**config.mk**
```make
export PLATFORM = sky130hd
export DESIGN_NAME = arm_regmap
export DESIGN_NICKNAME = d
export VERILOG_FILES = /design/src/include/arm_pkg.sv /design/src/verilog/arm_regmap.sv
export VERILOG_INCLUDE_DIRS = /design/src /design/src/include
export SDC_FILE = /design/constraint.sdc
export NUM_CORES = 1
export LEC_CHECK = 0
export BUFFER_PORTS_ARGS = -buffer_cell sky130_fd_sc_hd__buf_2
export CORE_ASPECT_RATIO = 0.8
export CORE_MARGIN = 3
export CORE_UTILIZATION = 40
export DETAILED_ROUTE_END_ITERATION = 16
export PLACE_DENSITY = 0.66
export SLEW_MARGIN = 20
export SYNTH_ARGS = -nofsm -noshare
export SYNTH_HDL_FRONTEND = slang
export SYNTH_SLANG_ARGS = --single-unit
```
**constraint.sdc**
```tcl
create_clock -name clock_in -period 2.5 [get_ports clock_in]
set_input_delay 0.375 -clock clock_in [delete_from_list [all_inputs] [get_ports clock_in]]
set_output_delay 0.375 -clock clock_in [all_outputs]
set_load 0.05 [all_outputs]
```
**src/include/arm_consts.svh**
```systemverilog
// Purpose: offsets, reset values, unlock key, device address, CRC polynomial and mode code of the upper register map
// Assumes: included by bare name wherever needed
// Notes:   definitions only
`ifndef ARM_CONSTS_SVH
`define ARM_CONSTS_SVH
`define ARM_ADDR_INTERVAL   4'h8
`define ARM_ADDR_OFFSET     4'h9
`define ARM_ADDR_GAIN       4'ha
`define ARM_ADDR_RSV_B      4'hb
`define ARM_ADDR_RSV_C      4'hc
`define ARM_ADDR_PASSWORD   4'hd
`define ARM_ADDR_RSV_E      4'he
`define ARM_ADDR_CHECKSUM   4'hf
`define ARM_RST_INTERVAL    24'h000000
`define ARM_RST_OFFSET      24'h000000
`define ARM_RST_GAIN        24'h800000
`define ARM_RST_RSV_B       24'h900000
`define ARM_RST_RSV_C       8'h30
`define ARM_RST_PASSWORD    8'ha5
`define ARM_RST_RSV_E       16'h0000
`define ARM_RST_CHECKSUM    16'h0000
`define ARM_UNLOCK_KEY      8'ha5
`define ARM_DEV_ADDR        2'b01
`define ARM_CRC_POLY        16'h8005
`define ARM_MODE_CONT       2'b11
`endif

```
**src/include/arm_pkg.sv**
```systemverilog
// Purpose: types of the upper register map block
// Assumes: nothing
// Notes:   constants live in arm_consts.svh
package arm_pkg;
    // scan sequencer states
    typedef enum logic [1:0] {
        ARM_IDLE = 2'b00,
        ARM_SCAN = 2'b01,
        ARM_WAIT = 2'b10
    } arm_seq_e;
    // register write request from the serial front end
    typedef struct packed {
        logic        valid;
        logic [7:0]  cmd;
        logic [23:0] data;
    } arm_wreq_s;
    // all state of the block except the read acknowledge and CRC reference registers
    typedef struct packed {
        logic [23:0] interval;
        logic [23:0] offset;
        logic [23:0] gain;
        logic [23:0] rsv_b;
        logic [7:0]  rsv_c;
        logic [7:0]  password;
        logic [15:0] rsv_e;
        logic [15:0] checksum;
        logic [3:0]  crc_idx;
        logic [15:0] crc_acc;
        logic        crc_ok;
        arm_seq_e    seq;
        logic [23:0] wait_cnt;
        logic        go_standby;
        logic        go_shutdown;
        logic        next_cycle;
        logic [23:0] rdata;
    } arm_state_s;
endpackage

```
**src/verilog/arm_regmap.sv**
```systemverilog
// Purpose: upper register map 0x8..0xf with write lock, config CRC and scan interval timer
// Assumes: write/read commands already decoded by the serial front end; master_clock_run_in marks running master clock
// Notes:   command byte bits 7:6 device address, 5:2 register address
// What this block does
// [RQ1] wait interval-code master clock periods between scans
// [RQ2] offset code is two's complement correction
// [RQ3] gain code unsigned, 800000 hex unity
// [RQ4] host keeps 0xb at 0x900000
// [RQ5] host keeps 0xc at 0x30
// [RQ6] key 0xa5: writes open, checksum zero
// [RQ7] other key: only password register writable
// [RQ8] locked checksum updates only while clock runs
// [RQ9] read-only 16-bit config CRC register
// [RQ10] act only when command address matches
// [RQ11] timer only in continuous mode
// [RQ12] crc flag low means CRC error
// [RQ13] refused write changes nothing else
// [RQ14] host programs 0xe variant value
`timescale 1ns/1ps
`include "arm_consts.svh"
module arm_regmap #(
    parameter logic [1:0] DEV_ADDR = `ARM_DEV_ADDR  // device address of this part
) (
    input  wire logic               clock_in,         // system clock, 50 MHz
    input  wire logic               rst_n_in,         // synchronous reset, active low
    input  wire arm_pkg::arm_wreq_s wr_in,            // write request
    input  wire logic               rd_valid_in,      // read request strobe
    input  wire logic [7:0]         rd_cmd_in,        // read command byte
    input  wire logic               master_clock_run_in,      // master clock running
    input  wire logic [1:0]         conversion_mode_field_in, // conversion_mode_field
    input  wire logic               scan_done_in,     // pulse: scan cycle finished
    output logic [23:0]             rd_data_out,      // read data, one cycle after request
    output logic                    rd_ack_out,       // read answered
    output logic [23:0]             offset_code_out,  // signed offset correction
    output logic [23:0]             gain_code_out,    // unsigned gain correction
    output logic                    locked_out,       // map locked
    output logic                    config_crc_error_flag_out, // 0 = crc error
    output logic                    scan_start_out,   // pulse: start next scan cycle
    output logic                    go_standby_out,   // pulse: one-shot to standby
    output logic                    go_shutdown_out   // pulse: one-shot to shutdown
);
    arm_pkg::arm_state_s st_r;    // registered state
    arm_pkg::arm_state_s st_nxt;  // next state
    logic                rd_ack_r;  // read answered flag
    logic [15:0]         crc_ref_r; // first nonzero checksum after locking, for error compare

    // address match of a command byte
    function automatic logic addr_hit(input logic [7:0] cmd);
        addr_hit = (cmd[7:6] == DEV_ADDR);
    endfunction

    // one CRC-16 step over a byte
    function automatic logic [15:0] crc_byte(input logic [15:0] c, input logic [7:0] d);
        logic [15:0] x;
        x = c;
        for (int i = 7; i >= 0; i--) begin
            if (x[15] ^ d[i]) begin
                x = {x[14:0], 1'b0} ^ `ARM_CRC_POLY;
            end else begin
                x = {x[14:0], 1'b0};
            end
        end
        crc_byte = x;
    endfunction

    // configuration byte stream covered by the checksum
    function automatic logic [7:0] cfg_byte(input arm_pkg::arm_state_s s, input logic [3:0] i);
        case (i)
            4'h0:    cfg_byte = s.interval[23:16];
            4'h1:    cfg_byte = s.interval[15:8];
            4'h2:    cfg_byte = s.interval[7:0];
            4'h3:    cfg_byte = s.offset[23:16];
            4'h4:    cfg_byte = s.offset[15:8];
            4'h5:    cfg_byte = s.offset[7:0];
            4'h6:    cfg_byte = s.gain[23:16];
            4'h7:    cfg_byte = s.gain[15:8];
            4'h8:    cfg_byte = s.gain[7:0];
            4'h9:    cfg_byte = s.rsv_b[23:16];
            4'ha:    cfg_byte = s.rsv_b[15:8];
            4'hb:    cfg_byte = s.rsv_b[7:0];
            4'hc:    cfg_byte = s.rsv_c;
            4'hd:    cfg_byte = s.rsv_e[15:8];
            default: cfg_byte = s.rsv_e[7:0];
        endcase
    endfunction

    logic unlocked;  // password holds the unlock key
    assign unlocked = (st_r.password == `ARM_UNLOCK_KEY);

    // next-state logic
    always_comb begin
        logic        wr_go;
        logic [3:0]  wa;
        st_nxt = st_r;
        wr_go = wr_in.valid && addr_hit(wr_in.cmd);  // RQ10
        wa = wr_in.cmd[5:2];
        st_nxt.go_standby = 1'b0;
        st_nxt.go_shutdown = 1'b0;
        st_nxt.next_cycle = 1'b0;
        // register writes; locked map accepts only password, silently
        if (wr_go) begin
            if (wa == `ARM_ADDR_PASSWORD) begin
                st_nxt.password = wr_in.data[7:0];  // RQ7
            end else if (unlocked) begin  // RQ6 RQ7 RQ13
                case (wa)
                    `ARM_ADDR_INTERVAL: st_nxt.interval = wr_in.data;
                    `ARM_ADDR_OFFSET:   st_nxt.offset = wr_in.data;
                    `ARM_ADDR_GAIN:     st_nxt.gain = wr_in.data;
                    `ARM_ADDR_RSV_B:    st_nxt.rsv_b = wr_in.data;  // RQ4
                    `ARM_ADDR_RSV_C:    st_nxt.rsv_c = wr_in.data[7:0];  // RQ5
                    `ARM_ADDR_RSV_E:    st_nxt.rsv_e = wr_in.data[15:0];  // RQ14
                    default:            st_nxt.rsv_c = st_r.rsv_c;  // lower map or read-only
                endcase
            end
        end
        // checksum engine: a byte per running clock while locked
        if (unlocked) begin
            st_nxt.checksum = `ARM_RST_CHECKSUM;  // RQ6
            st_nxt.crc_idx = 4'h0;
            st_nxt.crc_acc = 16'hffff;
            st_nxt.crc_ok = 1'b1;
        end else if (master_clock_run_in) begin  // RQ8
            st_nxt.crc_acc = crc_byte(st_r.crc_acc, cfg_byte(st_r, st_r.crc_idx));
            if (st_r.crc_idx == 4'he) begin
                st_nxt.checksum = st_nxt.crc_acc;  // RQ9
                st_nxt.crc_idx = 4'h0;
                st_nxt.crc_acc = 16'hffff;
            end else begin
                st_nxt.crc_idx = st_r.crc_idx + 4'h1;
            end
        end
        // error flag: locked map must not change after first checksum
        if (!unlocked && crc_ref_r != 16'h0000 && st_r.checksum != 16'h0000
            && st_r.checksum != crc_ref_r) begin
            st_nxt.crc_ok = 1'b0;  // RQ12
        end
        // scan sequencer
        case (st_r.seq)
            arm_pkg::ARM_IDLE: begin
                st_nxt.seq = arm_pkg::ARM_SCAN;
            end
            arm_pkg::ARM_SCAN: begin
                if (scan_done_in) begin
                    if (conversion_mode_field_in == `ARM_MODE_CONT) begin  // RQ11
                        if (st_r.interval == 24'h000000) begin  // RQ1
                            st_nxt.next_cycle = 1'b1;
                        end else begin
                            st_nxt.seq = arm_pkg::ARM_WAIT;
                            st_nxt.wait_cnt = st_r.interval;
                        end
                    end else begin
                        st_nxt.go_standby = conversion_mode_field_in[1];  // RQ11
                        st_nxt.go_shutdown = !conversion_mode_field_in[1];
                        st_nxt.seq = arm_pkg::ARM_IDLE;
                    end
                end
            end
            arm_pkg::ARM_WAIT: begin
                if (master_clock_run_in) begin
                    if (st_r.wait_cnt == 24'h000001) begin  // RQ1
                        st_nxt.next_cycle = 1'b1;
                        st_nxt.seq = arm_pkg::ARM_SCAN;
                    end
                    st_nxt.wait_cnt = st_r.wait_cnt - 24'h000001;
                end
            end
            default: st_nxt.seq = arm_pkg::ARM_IDLE;
        endcase
        // read mux
        st_nxt.rdata = 24'h000000;
        if (rd_valid_in && addr_hit(rd_cmd_in)) begin  // RQ10
            case (rd_cmd_in[5:2])
                `ARM_ADDR_INTERVAL: st_nxt.rdata = st_r.interval;
                `ARM_ADDR_OFFSET:   st_nxt.rdata = st_r.offset;
                `ARM_ADDR_GAIN:     st_nxt.rdata = st_r.gain;
                `ARM_ADDR_RSV_B:    st_nxt.rdata = st_r.rsv_b;
                `ARM_ADDR_RSV_C:    st_nxt.rdata = {16'h0000, st_r.rsv_c};
                `ARM_ADDR_PASSWORD: st_nxt.rdata = {16'h0000, st_r.password};
                `ARM_ADDR_RSV_E:    st_nxt.rdata = {8'h00, st_r.rsv_e};
                `ARM_ADDR_CHECKSUM: st_nxt.rdata = {8'h00, st_r.checksum};  // RQ9
                default:            st_nxt.rdata = 24'h000000;
            endcase
        end
    end

    // state register
    always_ff @(posedge clock_in) begin
        if (!rst_n_in) begin
            st_r.interval    <= `ARM_RST_INTERVAL;
            st_r.offset      <= `ARM_RST_OFFSET;
            st_r.gain        <= `ARM_RST_GAIN;  // RQ3
            st_r.rsv_b       <= `ARM_RST_RSV_B;
            st_r.rsv_c       <= `ARM_RST_RSV_C;
            st_r.password    <= `ARM_RST_PASSWORD;
            st_r.rsv_e       <= `ARM_RST_RSV_E;
            st_r.checksum    <= `ARM_RST_CHECKSUM;
            st_r.crc_idx     <= 4'h0;
            st_r.crc_acc     <= 16'hffff;
            st_r.crc_ok      <= 1'b1;
            st_r.seq         <= arm_pkg::ARM_IDLE;
            st_r.wait_cnt    <= 24'h000000;
            st_r.go_standby  <= 1'b0;
            st_r.go_shutdown <= 1'b0;
            st_r.next_cycle  <= 1'b0;
            st_r.rdata       <= 24'h000000;
            rd_ack_r         <= 1'b0;
            crc_ref_r        <= 16'h0000;
        end else begin
            st_r     <= st_nxt;
            rd_ack_r <= rd_valid_in && addr_hit(rd_cmd_in);
            // reference checksum: first one after locking
            if (unlocked) begin
                crc_ref_r <= 16'h0000;
            end else if (crc_ref_r == 16'h0000) begin
                crc_ref_r <= st_r.checksum;
            end
        end
    end

    // outputs
    assign rd_data_out               = st_r.rdata;
    assign rd_ack_out                = rd_ack_r;
    assign offset_code_out           = st_r.offset;  // RQ2
    assign gain_code_out             = st_r.gain;    // RQ3
    assign locked_out                = !unlocked;
    assign config_crc_error_flag_out = st_r.crc_ok;  // RQ12
    assign scan_start_out            = st_r.next_cycle;
    assign go_standby_out            = st_r.go_standby;
    assign go_shutdown_out           = st_r.go_shutdown;

    // assertions
    a_unlocked_crc_zero: assert property (@(posedge clock_in) disable iff (!rst_n_in) // RQ6
        unlocked |=> (st_r.checksum == 16'h0000 || !unlocked))
        else $error("checksum not zero while unlocked");
    a_locked_write_ignored: assert property (@(posedge clock_in) disable iff (!rst_n_in) // RQ7
        (!unlocked && wr_in.valid && wr_in.cmd[5:2] == `ARM_ADDR_GAIN) |=> $stable(st_r.gain))
        else $error("write accepted while locked");
    a_crc_hold_stopped: assert property (@(posedge clock_in) disable iff (!rst_n_in) // RQ8
        (!unlocked && !master_clock_run_in && $past(!unlocked)) |=> $stable(st_r.crc_acc))
        else $error("checksum moved with clock stopped");
    a_wrong_addr_ignored: assert property (@(posedge clock_in) disable iff (!rst_n_in) // RQ10
        (rd_valid_in && rd_cmd_in[7:6] != DEV_ADDR) |=> !rd_ack_out)
        else $error("answered foreign address");
    a_zero_interval_now: assert property (@(posedge clock_in) disable iff (!rst_n_in) // RQ1
        (st_r.seq == arm_pkg::ARM_SCAN && scan_done_in && conversion_mode_field_in == `ARM_MODE_CONT
         && st_r.interval == 24'h000000) |=> scan_start_out)
        else $error("zero interval did not restart at once");
    a_oneshot_ends: assert property (@(posedge clock_in) disable iff (!rst_n_in) // RQ11
        (st_r.seq == arm_pkg::ARM_SCAN && scan_done_in && conversion_mode_field_in != `ARM_MODE_CONT)
        |=> (go_standby_out ^ go_shutdown_out) && !scan_start_out)
        else $error("one-shot did not end");
    a_interval_wait: assert property (@(posedge clock_in) disable iff (!rst_n_in) // RQ1
        (st_r.seq == arm_pkg::ARM_SCAN && scan_done_in && conversion_mode_field_in == `ARM_MODE_CONT
         && st_r.interval == 24'h000002 && master_clock_run_in) ##1 master_clock_run_in[*2]
        |=> scan_start_out)
        else $error("interval count wrong");
    a_password_write: assert property (@(posedge clock_in) disable iff (!rst_n_in) // RQ7
        (wr_in.valid && addr_hit(wr_in.cmd) && wr_in.cmd[5:2] == `ARM_ADDR_PASSWORD)
        |=> st_r.password == $past(wr_in.data[7:0]))
        else $error("password write lost");
endmodule
```
==> results.ini <==
[timing]
setup_viol = 16
grt_setup_unrepaired = true
fin_ws_ps = -430
maxSlewViolCount = 0
finalClockSkew_ps = 12.6
tns_ps = -3930
slew-limit-headroom_pct = 53.8
tightest_slew_ps = 692
fin_hold_ws_ps = 28.8
hold_viol = 0
finalCritPeriodShare_pct = 117
clock.fmax_mhz = 341
final.min_clock_period_ps = 2930

[clock_tree]
cts_root_buf = clkbuf_16
clock_sinks = 235
clockBufferDepth = 3
clk_pin_slew_worst_paths_ps = 60
clock_latency_ps = 550
numCtsBuffers = 25
cts_tree = yes
htreeDepth = 1
ctsHoldBuffers = 0

[power]
vdd_drop_max_mv = 0.451
power.density_nw_per_um2 = 529
p_sw_share_pct = 23.4
clkPwrFrac_pct = 48.1
p_seq_share_pct = 46.1
power.switching_mw = 1.92
comb_power_share_pct = 5.8
power_leakage_nw = 5.91
internal-power_mw = 6.27

[routing]
routedWlPerCell_um = 22.9
drc = 0
routed_wl_um = 47600
drtAntennaViolNets = 0
first_iter_violations = 1518
via_count = 12173
via_per_inst = 5.87
firstDrtPassIters = 8

[synth]
yosysMostFrequentCell = nand2_1
synth_area_per_cell_um2 = 8.37
syn-cell-area_um2 = 12200
synthCells = 1454
synth.top_cells.by_area = dfxtp_1 39%, nand2_1 8.1%, a21boi_0 5.7%
synth-main-ff-cell = dfxtp_1
yosysUniqueCellTypes = 81
yosysWarnings = 0
async_flop_share_pct = 0
ys_seq_area_share_pct = 38.7
syn_nets = 1508
synth.largest_area_cell = dfxtp_1
ys_seq_elements = 235
synth_edf_count = 0
synth_commonest_cells = 262 x nand2_1, 235 x dfxtp_1, 93 x a21boi_0, 83 x clkbuf_1, 79 x a22oi_1
synth_top_cell_area_share_pct = 38.7

[hold_path]
worstHoldPathType = in2reg

[floorplan]
start_util_pct = 41.1
die_area_um2 = 32600
core-area_um2 = 29600
die_h_um = 162
dieWidth_um = 201
rows = 56
ios = 126

[setup_path]
cp.required_ps = 2970
crit_chain = buf_4 -> buf_6 -> buf_4 -> nor4b_4 -> a41oi_2 -> a32oi_2 -> o32a_1 -> xor2_2 -> buf_4 -> xor2_4 -> xnor2_2 -> xnor2_2 -> nor2_1 -> nor3_2
end_kind = register
critPathKind = reg2reg
start_kind = register
cp_max_fo = 14
crit_arrival_ps = 3400
crit_top_cell = buf_4
slowest_stage = dfxtp_4
slowest_delay_ps = 410
cp_top_family = XOR/XNOR gates
critPathBufInv = 4

[global_route]
grt_max_degree = 81
antenna_found_initial = 0
grt_pass1_wl_um = 70500
overflow = 0
grt_pass1_vias = 11298
grt_use_total_pct = 27.9

[cells_and_area]
drive_gt1_share_pct = 30.1
area_growth_pct = 27.3
num-nets-final = 1705
n_antenna_cell = 0

[placed_design]
place_congestion = 1.00
io_buffers = 121
dp_hpwl_um = 34100

[status]
violations = negative setup slack
run_status = complete, but fails checks

[run]
maxCapViolations = 0

[timing repair]
item,in CTS,in global routing
buffers inserted,19,10
gates cloned,0,0
setup endpoints to repair,23,31
resized for setup,56,49
pin swaps,21,28
[area by class of cell]
type                       instances  area [um2]
fill                            2770       14100
multi-input combinational       1031        6880
sequential                       235        4720
timing repair buffer             347        2490
clock buffer                      32         682
tap                              406         508
clock inverter                    12         166
inverter                          11        45.0
[layout by cell type (no fill, tap or decap), drive strengths merged, types with 7 or more instances in the layout]
master | Yosys | final
a211oi | 9 | 9
nand4 | 7 | 7
xnor2 | 28 | 28
nor2b | 41 | 41
a32oi | 7 | 7
o221a | 9 | 9
nor3b | 8 | 8
buf | 94 | 347
dfxtp | 235 | 235
a21oi | 67 | 67
nand3 | 33 | 33
o21ai | 48 | 48
nor4 | 18 | 18
a41oi | 12 | 12
and2 | 20 | 20
inv | 11 | 11
clkbuf | 83 | 32
a22oi | 79 | 79
mux2i | 46 | 46
nor2 | 72 | 72
xor2 | 11 | 11
nand2 | 262 | 262
a31oi | 34 | 34
mux2 | 9 | 9
and3 | 12 | 12
a21boi | 94 | 94
nor3 | 22 | 22
[power by group through the flow]
stage	clock (mW)	sequential, mW	combinational [mW]
floorplan	0	3.86	0.237
global placement	0	3.86	0.435
detailed placement	0	3.86	0.441
CTS	3.97	3.77	0.451
global route	4.12	3.77	0.507
finish	3.94	3.77	0.475
[cell families (layout without fill, tap and decap cells)]
kind of cell / after synthesis / in the layout / share of synthesized area (%)
fa+ha+maj: 6 / 6 / 0.617
buf+inv: 188 / 402 / 8.68
flops: 235 / 235 / 38.7
compound gates: 402 / 402 / 23.3
simple gates: 526 / 526 / 20.4
mux: 55 / 55 / 4.62
xor+xnor: 42 / 42 / 3.68
[sequential cells by signal, summed over array words and instances (netlist names)]
name	count
config_crc_error_flag_out	1
crc_ref_r	16
gain_code_out	24
go_shutdown_out	1
go_standby_out	1
offset_code_out	24
rd_ack_out	1
rd_data_out	24
scan_start_out	1
st_r	142
[final timing paths]
path	startpoint	endpoint	slack [ps]	cells past startpoint
min reg2reg	st_r[58]	st_r[86]	480	2
max	st_r[71]	st_r[75]	-430	14
min	conversion_mode_field_in[1]	go_shutdown_out	30	2
max reg2reg	st_r[71]	st_r[75]	-430	14
[per-stage QoR]
stage | cell area (um2) | instances | setup WS [ps] | utilization (%) | total power [mW]
global placement | 14000 | 2006 | -425 | 47.2 | 4.30
CTS | 15200 | 2067 | -327 | 51.3 | 8.20
floorplan | 12200 | 1454 | -222 | - | 4.10
global route | 15500 | 2074 | -510 | 52.3 | 8.40
detailed placement | 14000 | 2006 | -476 | 47.2 | 4.30
finish | 15500 | 2074 | -430 | 52.3 | 8.19
[per-layer routing]
| metal | vias to the layer above | part of all wire (%) | GRT usage (%) |
|---|---|---|---|
| li1 | 5501 | - | - |
| met1 | 5874 | 45 | 41.3 |
| met2 | 697 | 42 | 41.6 |
| met3 | 101 | 11 | 6.31 |
| met4 | 0 | 2.5 | 6.19 |
| met5 | - | 0 | 0 |
(Power assumes the default switching activity.)
